File: src/core/sbc_pkg.sv
// Package: register map, field layout, reset values and timing for the smart boost control block
package sbc_pkg;
  // ****************************************
  // Register offsets
  // ****************************************
  localparam logic [7:0] SBC_THRESH_OFS = 8'h60;
  localparam logic [7:0] SBC_MODE_OFS = 8'h61;
  localparam logic [7:0] SBC_MAXV_OFS = 8'h62;
  localparam logic [7:0] SBC_VBAT_OFS = 8'h6d;
  localparam logic [7:0] SBC_TEMP_OFS = 8'h6e;
  localparam logic [7:0] SBC_APPLIED_OFS = 8'h10;
  // ****************************************
  // Field positions
  // ****************************************
  localparam int SBC_RTH_LSB = 8;
  localparam int SBC_ATH_LSB = 0;
  localparam int SBC_MODE_LSB = 4;
  localparam int SBC_TDEG_LSB = 0;
  localparam int SBC_VOUT_LSB = 0;
  localparam int SBC_LVL_W = 6;
  // ****************************************
  // Reset values
  // ****************************************
  localparam logic [5:0] SBC_RTH_RST = 6'h04;
  localparam logic [5:0] SBC_ATH_RST = 6'h02;
  localparam logic [2:0] SBC_MODE_RST = 3'h2;
  localparam logic [2:0] SBC_TDEG_RST = 3'h6;
  localparam logic [3:0] SBC_VOUT_RST = 4'h8;
  localparam logic [9:0] SBC_VBAT_RST = 10'h263;
  localparam logic [9:0] SBC_TEMP_RST = 10'h019;
  localparam logic [3:0] SBC_RAIL_MIN = 4'h0;
  // ****************************************
  // Mode codes
  // ****************************************
  localparam logic [2:0] SBC_MODE_TRANSP = 3'h0;
  localparam logic [2:0] SBC_MODE_FORCE = 3'h1;
  localparam logic [2:0] SBC_MODE_SMART1 = 3'h5;
  localparam logic [2:0] SBC_MODE_SMART2 = 3'h6;
  // ****************************************
  // Timing: deglitch built from a 1.33 ms tick
  // ****************************************
  localparam int SBC_CLK_KHZ = 20000;
  localparam int SBC_TICK_US = 1330;
  localparam int SBC_TICK_CYC = SBC_CLK_KHZ * SBC_TICK_US / 1000;
  // Tick multiples per code: 1.33ms x1,2,4,16,64,256,1024,2048
  localparam logic [11:0] SBC_TDEG_TICKS [8] = '{12'h001, 12'h002, 12'h004, 12'h010,
                                                 12'h040, 12'h100, 12'h400, 12'h800};
  typedef enum logic [1:0] {
    SBC_ST_SUPPLY = 2'b00,
    SBC_ST_BOOST = 2'b01,
    SBC_ST_WAIT = 2'b11
  } sbc_state_t;
endpackage : sbc_pkg

File: src/core/sbc_tick.sv
// Divider that issues the one-cycle 1.33 ms deglitch tick
`timescale 1ns/100ps
module sbc_tick
  import sbc_pkg::*;
(
  input wire logic clk_i,
  input wire logic rst_n_i,
  output logic tick_o
);
  logic [15:0] cnt_r;
  logic [15:0] cnt_nxt;
  wire wrap = (cnt_r == 16'(SBC_TICK_CYC - 1));
  // ****************************************
  // Counter
  // ****************************************
  assign cnt_nxt = wrap ? 16'h0000 : cnt_r + 16'h0001;
  always_ff @(posedge clk_i or negedge rst_n_i) begin
    if (!rst_n_i) begin
      cnt_r <= 16'h0000;
      tick_o <= 1'b0;
    end else begin
      cnt_r <= cnt_nxt;
      tick_o <= wrap;
    end
  end
endmodule : sbc_tick

File: src/core/sbc_ctrl.sv
// Smart boost control: registers, level hysteresis, deglitch and rail selection
`timescale 1ns/100ps
// Function
// - Release level, below it rail returns to supply after deglitch
// - Attack level, above it rail is boosted
// - Mode field: transparent, forced, two smart
// - Deglitch code selects small-signal hold time
// - Max rail code limits converter, resets 8
// - Battery code read only, reset 0x263
// - Temperature code read only, reset 0x19
// - Applied rail code read-only status field
module sbc_ctrl
  import sbc_pkg::*;
(
  input wire logic CLOCK_I,
  input wire logic RESETN_I,
  input wire logic REG_WR_I,
  input wire logic [7:0] REG_ADDR_I,
  input wire logic [15:0] REG_WDATA_I,
  output logic [15:0] REG_RDATA_O,
  input wire logic [15:0] SAMPLE_MAG_I,
  input wire logic SAMPLE_VLD_I,
  input wire logic [9:0] VBAT_CODE_I,
  input wire logic [9:0] TEMP_CODE_I,
  input wire logic MEAS_VLD_I,
  output logic BOOST_EN_O,
  output logic [3:0] RAIL_CODE_O
);
  logic [5:0] rth_r;
  logic [5:0] ath_r;
  logic [2:0] mode_r;
  logic [2:0] tdeg_r;
  logic [3:0] vout_r;
  logic [9:0] vbat_r;
  logic [9:0] temp_r;
  logic [11:0] hold_r;
  logic [11:0] hold_nxt;
  logic boost_r;
  logic [3:0] rail_r;
  logic [3:0] rail_nxt;
  sbc_state_t st_r;
  sbc_state_t st_nxt;
  logic tick;

  // ****************************************
  // Register write decode
  // ****************************************
  wire wr_thr = REG_WR_I && (REG_ADDR_I == SBC_THRESH_OFS);
  wire wr_mode = REG_WR_I && (REG_ADDR_I == SBC_MODE_OFS);
  wire wr_maxv = REG_WR_I && (REG_ADDR_I == SBC_MAXV_OFS);

  always_ff @(posedge CLOCK_I or negedge RESETN_I) begin
    if (!RESETN_I) begin
      rth_r <= SBC_RTH_RST;
      ath_r <= SBC_ATH_RST;
      mode_r <= SBC_MODE_RST;
      tdeg_r <= SBC_TDEG_RST;
      vout_r <= SBC_VOUT_RST;
    end else begin
      if (wr_thr) begin
        rth_r <= REG_WDATA_I[SBC_RTH_LSB +: SBC_LVL_W];
        ath_r <= REG_WDATA_I[SBC_ATH_LSB +: SBC_LVL_W];
      end
      if (wr_mode) begin
        mode_r <= REG_WDATA_I[SBC_MODE_LSB +: 3];
        tdeg_r <= REG_WDATA_I[SBC_TDEG_LSB +: 3];
      end
      if (wr_maxv) begin
        vout_r <= REG_WDATA_I[SBC_VOUT_LSB +: 4];
      end
    end
  end

  // ****************************************
  // Measurement capture from the sensors
  // ****************************************
  always_ff @(posedge CLOCK_I or negedge RESETN_I) begin
    if (!RESETN_I) begin
      vbat_r <= SBC_VBAT_RST;
      temp_r <= SBC_TEMP_RST;
    end else if (MEAS_VLD_I) begin
      vbat_r <= VBAT_CODE_I;
      temp_r <= TEMP_CODE_I;
    end
  end

  // ****************************************
  // Read mux, reserved bits zero
  // ****************************************
  wire [15:0] rd_thr = {2'b00, rth_r, 2'b00, ath_r};
  wire [15:0] rd_mode = {9'h000, mode_r, 1'b0, tdeg_r};
  assign REG_RDATA_O = (REG_ADDR_I == SBC_THRESH_OFS) ? rd_thr :
                       (REG_ADDR_I == SBC_MODE_OFS) ? rd_mode :
                       (REG_ADDR_I == SBC_MAXV_OFS) ? {12'h000, vout_r} :
                       (REG_ADDR_I == SBC_VBAT_OFS) ? {6'h00, vbat_r} :
                       (REG_ADDR_I == SBC_TEMP_OFS) ? {6'h00, temp_r} :
                       (REG_ADDR_I == SBC_APPLIED_OFS) ? {12'h000, rail_r} :
                       16'h0000;

  // ****************************************
  // Level compare on top six bits of magnitude
  // ****************************************
  wire [5:0] lvl = SAMPLE_MAG_I[15 -: SBC_LVL_W];
  wire smart = (mode_r == SBC_MODE_SMART1) || (mode_r == SBC_MODE_SMART2);
  wire above_att = SAMPLE_VLD_I && (lvl > ath_r);
  wire below_rel = SAMPLE_VLD_I && (lvl < rth_r);
  wire not_small = SAMPLE_VLD_I && !below_rel;
  wire hold_done = (hold_r >= SBC_TDEG_TICKS[tdeg_r]);

  sbc_tick u_tick (
    .clk_i(CLOCK_I),
    .rst_n_i(RESETN_I),
    .tick_o(tick)
  );

  // ****************************************
  // Hysteresis state machine
  // ****************************************
  always_comb begin
    st_nxt = st_r;
    hold_nxt = hold_r;
    case (st_r)
      SBC_ST_SUPPLY: begin
        if (above_att) begin
          st_nxt = SBC_ST_BOOST;
        end
      end
      SBC_ST_BOOST: begin
        hold_nxt = 12'h000;
        if (below_rel) begin
          st_nxt = SBC_ST_WAIT;
        end
      end
      SBC_ST_WAIT: begin
        if (not_small) begin
          st_nxt = SBC_ST_BOOST;
        end else if (hold_done) begin
          st_nxt = SBC_ST_SUPPLY;
        end else if (tick) begin
          hold_nxt = hold_r + 12'h001;
        end
      end
      default: begin
        st_nxt = SBC_ST_SUPPLY;
      end
    endcase
  end

  always_ff @(posedge CLOCK_I or negedge RESETN_I) begin
    if (!RESETN_I) begin
      st_r <= SBC_ST_SUPPLY;
      hold_r <= 12'h000;
    end else if (!smart) begin
      st_r <= SBC_ST_SUPPLY;
      hold_r <= 12'h000;
    end else begin
      st_r <= st_nxt;
      hold_r <= hold_nxt;
    end
  end

  // ****************************************
  // Rail selection per mode
  // ****************************************
  wire boost_nxt = (mode_r == SBC_MODE_FORCE) ||
                   (smart && (st_nxt != SBC_ST_SUPPLY));
  assign rail_nxt = boost_nxt ? vout_r : SBC_RAIL_MIN;

  always_ff @(posedge CLOCK_I or negedge RESETN_I) begin
    if (!RESETN_I) begin
      boost_r <= 1'b0;
      rail_r <= SBC_RAIL_MIN;
    end else begin
      boost_r <= boost_nxt;
      rail_r <= rail_nxt;
    end
  end

  assign BOOST_EN_O = boost_r;
  assign RAIL_CODE_O = rail_r;
endmodule : sbc_ctrl

File: config.mk
export PLATFORM = sky130hd
export DESIGN_NAME = sbc_ctrl
export DESIGN_NICKNAME = d
export VERILOG_FILES = /design/src/core/sbc_pkg.sv /design/src/core/sbc_tick.sv /design/src/core/sbc_ctrl.sv
export SDC_FILE = /design/constraint.sdc
export NUM_CORES = 1
export LEC_CHECK = 0
export ABC_AREA = 1
export BUFFER_PORTS_ARGS = -buffer_cell sky130_fd_sc_hd__buf_2
export CORE_UTILIZATION = 30
export CTS_CLUSTER_DIAMETER = 80
export DETAILED_ROUTE_END_ITERATION = 12
export GPL_TIMING_DRIVEN = 0
export REMOVE_ABC_BUFFERS = 1
export SYNTH_ARGS = -nofsm -noshare
export SYNTH_HDL_FRONTEND = slang
export SYNTH_SLANG_ARGS = --single-unit
File: constraint.sdc
create_clock -name CLOCK_I -period 4.7 [get_ports CLOCK_I]
set_clock_uncertainty 0.1 [all_clocks]
set_input_delay 0.235 -clock CLOCK_I [delete_from_list [all_inputs] [get_ports CLOCK_I]]
set_output_delay 0.235 -clock CLOCK_I [all_outputs]
set_load 0.005 [all_outputs]
==> results.md <==
- From left edge to right edge, the die measures approximately 130 um.
- The insertion delay of the later-clocked pin in the worst-skew pair is 0.34 ns.
- The via count of the first global-routing pass was 4,054.
- The number of design rule violations left after detail routing is 0.
- 86 I/O pins were placed.
- The post-route fraction of the period consumed by the critical path is 0.645.
- The number of clock buffers inserted by TritonCTS is 9.
- The number of antenna cells inserted is 0.
- For this run, the register share of the synthesized area comes to 0.426.
- The first global-routing pass estimated between 15,000 and 20,000 um of wire.
- During placement, the flow inserted port buffers numbering 70.
- For this run, the post-layout net count is between 700 and 800.
- The clock passes through at most 2 buffers.
- In this run the power density over the cells is roughly 280 nW/um2.
- Setup repair after global routing left no endpoint under its margin.
- The number of buffer and inverter instances along the worst setup path is 0.
- The average instance in the mapped netlist occupies around 7.6 um2.
- The placed wire-length estimate after detailed placement is between 8000 and 9000 um.
- The global placement routability congestion is roughly 0.85.
- Summing internal, switching and leakage power gives 1570 uW.
- The detailed-router iteration count before antenna repair is 4.
- Based on the critical path, the design can be clocked at up to approximately 330 MHz.
- Summed over all layers, the routed wires come to 11,200 um.
- The count of synthesis-stage warnings from yosys is 0.
- The library cell appearing most often on the critical path is nand2_1.
- The worst pin sits at a relative slew slack of 0.318.
- After clock tree synthesis, the clock-pin slew on the worst setup and hold paths is ~0.07 ns.
- The area growth from synthesis to layout is 19.1%.
- Subtracting the final worst setup slack from the clock period gives around 3.0 ns.
- The number of antenna violations at the first check in global routing is 0.
- The number of vias after detailed routing is between 4,000 and 5,000.
- After detailed placement, the total cell area comes to 5140 um2.
- The commonest non-fill, non-tap cell in the layout is nand2_1.
- The post-layout utilization of the core is 0.373.
- The number of maximum-capacitance violations is 0.
- The worst hold path belongs to the class primary input to flop.
- The run finished with clean final reports.
- The starting density of the core is 0.313.
- The aggregate global routing overflow is 0.
- Setup violations remaining at the end of the flow were counted as 0.
- After detailed routing, the average wire length per cell comes to roughly 13 um.
- Fill cells in the final layout number between 1,500 and 2,000.
- Along the worst path, the maximum fanout reaches 13.
- The clock tree synthesis step divided the H-tree into 3 levels.
- The measured slew at the worst slew-check pin is 1.02 ns.
- For this run, the slowest stage of the critical path takes 0.61 ns.
- The root cell of the clock tree is clkbuf_16.
- The core region is between 10,000 and 15,000 um2.
- The placement-stage worst setup slack is 1.70 ns.
- The number of distinct standard cells referenced by the synthesized netlist is 43.
- The critical-path cell with the highest stage delay is dfstp_2.
- Leaving out fill and tap cells, the most frequent cells in the layout are nand2_1, inv_1, buf_2, dfrtp_1, nor2_1.
- In this run the remaining antenna-violating nets after routing total 0.
- The hold violation count in the final report is 0.
- The die covers between 15,000 and 20,000 um2.
- The number of pins with negative max-slew slack in the final report came to 0.
- The cell area after synthesis is between 4000 and 5000 um2.
- The worst setup path is captured at a flop.
- The clock net in this run drives a total of 78 sinks.
- Among cell families on the critical path, the largest total delay comes from simple AND/OR/NAND/NOR gates.
- After floorplanning, the core was divided into 44 placement rows.
- STA puts the critical path data required time at 4.87 ns.
- Entering global routing, the biggest net connects between 50 and 60 pins.
- The synthesis-stage register bit count is 78.
- The layout cell share with drive strength beyond 1 is 0.190.
- Summed over all cells, the static leakage comes to 0.00282 uW.
- Traced cell by cell, the critical path runs through nand3_1 > ha_1 > a21oi_1 > o21ai_0 > a21oi_1 > nand4_1 > nand2_1 > nand2_1 > nand2_1.
- The critical path is of the flop to flop type.
- The detailed router's first-iteration violation count is just under 200.
- The count of mapped cells out of synthesis is around 610.
- IR analysis of the VDD net gives a maximum drop of 236 uV.
- TritonCTS built the clock tree.
- The via density per instance is 4.65.
- The final cell area excluding filler cells is ~5500 um2.
- Across every metal layer, demand over resource in global routing totals 0.154.
- The overall die height is approximately 130 um.
- Setup slack on the critical path of the routed design comes to between 1.5 and 2 ns.
- STA classifies the critical path startpoint as a flop.
- The aggregate negative setup slack is 0 ns.
- The data arrival at the endpoint of the critical path is around 3.2 ns.
[synthesized netlist by cell type, drive strengths merged]
cell type / count / area, um2
clkinv: 1 / 5.00
o221a: 1 / 11.3
nand3: 49 / 245
conb: 1 / 3.75
dfrtp: 64 / 1600
nand2: 150 / 573
inv: 100 / 375
nand3b: 1 / 7.51
ha: 21 / 263
o32ai: 1 / 8.76
a21boi: 1 / 7.51
o21ai: 41 / 228
a21oi: 27 / 154
o21bai: 1 / 7.51
nor2: 56 / 215
nor4: 6 / 37.5
o211a: 1 / 10.0
nand4: 13 / 81.3
and2: 1 / 6.26
o22ai: 3 / 18.8
buf: 7 / 55.1
o2111ai: 1 / 8.76
dfstp: 14 / 368
clkbuf: 10 / 37.5
xor2: 5 / 43.8
or2: 1 / 8.76
nor4b: 1 / 8.76
mux2: 8 / 90.1
o211ai: 3 / 22.5
a211oi: 1 / 7.51
o221ai: 1 / 8.76
nor3: 17 / 101
[final timing paths]
path	end	start	cells after the start	slack [ns]
worst max-delay path	hold_r[5]	tdeg_r[2]	9	1.67
worst min register to register	u_tick.cnt_r[0]	u_tick.cnt_r[0]	1	0.36
max in group asynchronous	tdeg_r[1]	RESETN_I	3	3.64
worst max register to register	hold_r[5]	tdeg_r[2]	9	1.67
worst min-delay path	temp_r[9]	TEMP_CODE_I[9]	3	0.002
min in group asynchronous	RAIL_CODE_O[3]	RESETN_I	2	0.23
[logic make-up (layout without fill, tap and decap cells)]
family          after synthesis  count (layout)  synth area share
compound gates               82              82             0.107
xor+xnor                      5               5           0.00948
fa+ha+maj                    21              21            0.0569
buf+inv                     118             194             0.102
flops                        78              78             0.426
mux                           8               8            0.0195
other cells                   1               2          0.000812
simple gates                295             295             0.278
[repair_timing]
| action | CTS | global route |
|---|---|---|
| hold buffers | 6 | 0 |
| hold endpoints to repair | 25 | 0 |
| setup buffers | 0 | 0 |
| resized for setup | 0 | 0 |
[tightest hold or removal path, cell delays in order]
cell and delay [ns]:
buf_2 0.07, nand2_1 0.04, o21ai_0 0.06
[area by class of cell]
class / instances / area [um2] / share of cell area
clock buffer: 11 / 243 / 0.0441
clock inverter: 5 / 57.6 / 0.0105
inverter: 101 / 380 / 0.0691
multi-input combinational: 413 / 2180 / 0.397
sequential: 78 / 1970 / 0.358
tap: 184 / 230 / 0.0418
timing repair buffer: 77 / 440 / 0.0800
[power by group]
part	switching, uW	internal [uW]
sequential	14.3	704
combinational	76.7	54.1
clock	292	427
[stage by stage]
| step | instances | hold slack (ns) |
|---|---|---|
| 2_1_floorplan | 592 | -0.161 |
| 3_3_place_gp | 846 | 0.338 |
| 3_5_place_dp | 847 | 0.0423 |
| 4_1_cts | 869 | 0.00334 |
| 5_1_grt | 869 | 0.0107 |
| 6_report | 869 | 0.00198 |
[registers in the layout (all words and copies together) (netlist names), 2 cells and up]
signal	cells
tdeg_r	3
ath_r	6
vout_r	4
st_r	2
mode_r	3
RAIL_CODE_O	4
u_tick.cnt_r	16
temp_r	10
rth_r	6
vbat_r	10
hold_r	12
[per-layer routing]
layer  track usage  share of wire
met3        0.0361          0.033
met5             0              0
met4        0.0397         0.0093
met2         0.228           0.42
met1         0.224           0.54
(Power assumes the default switching activity.)
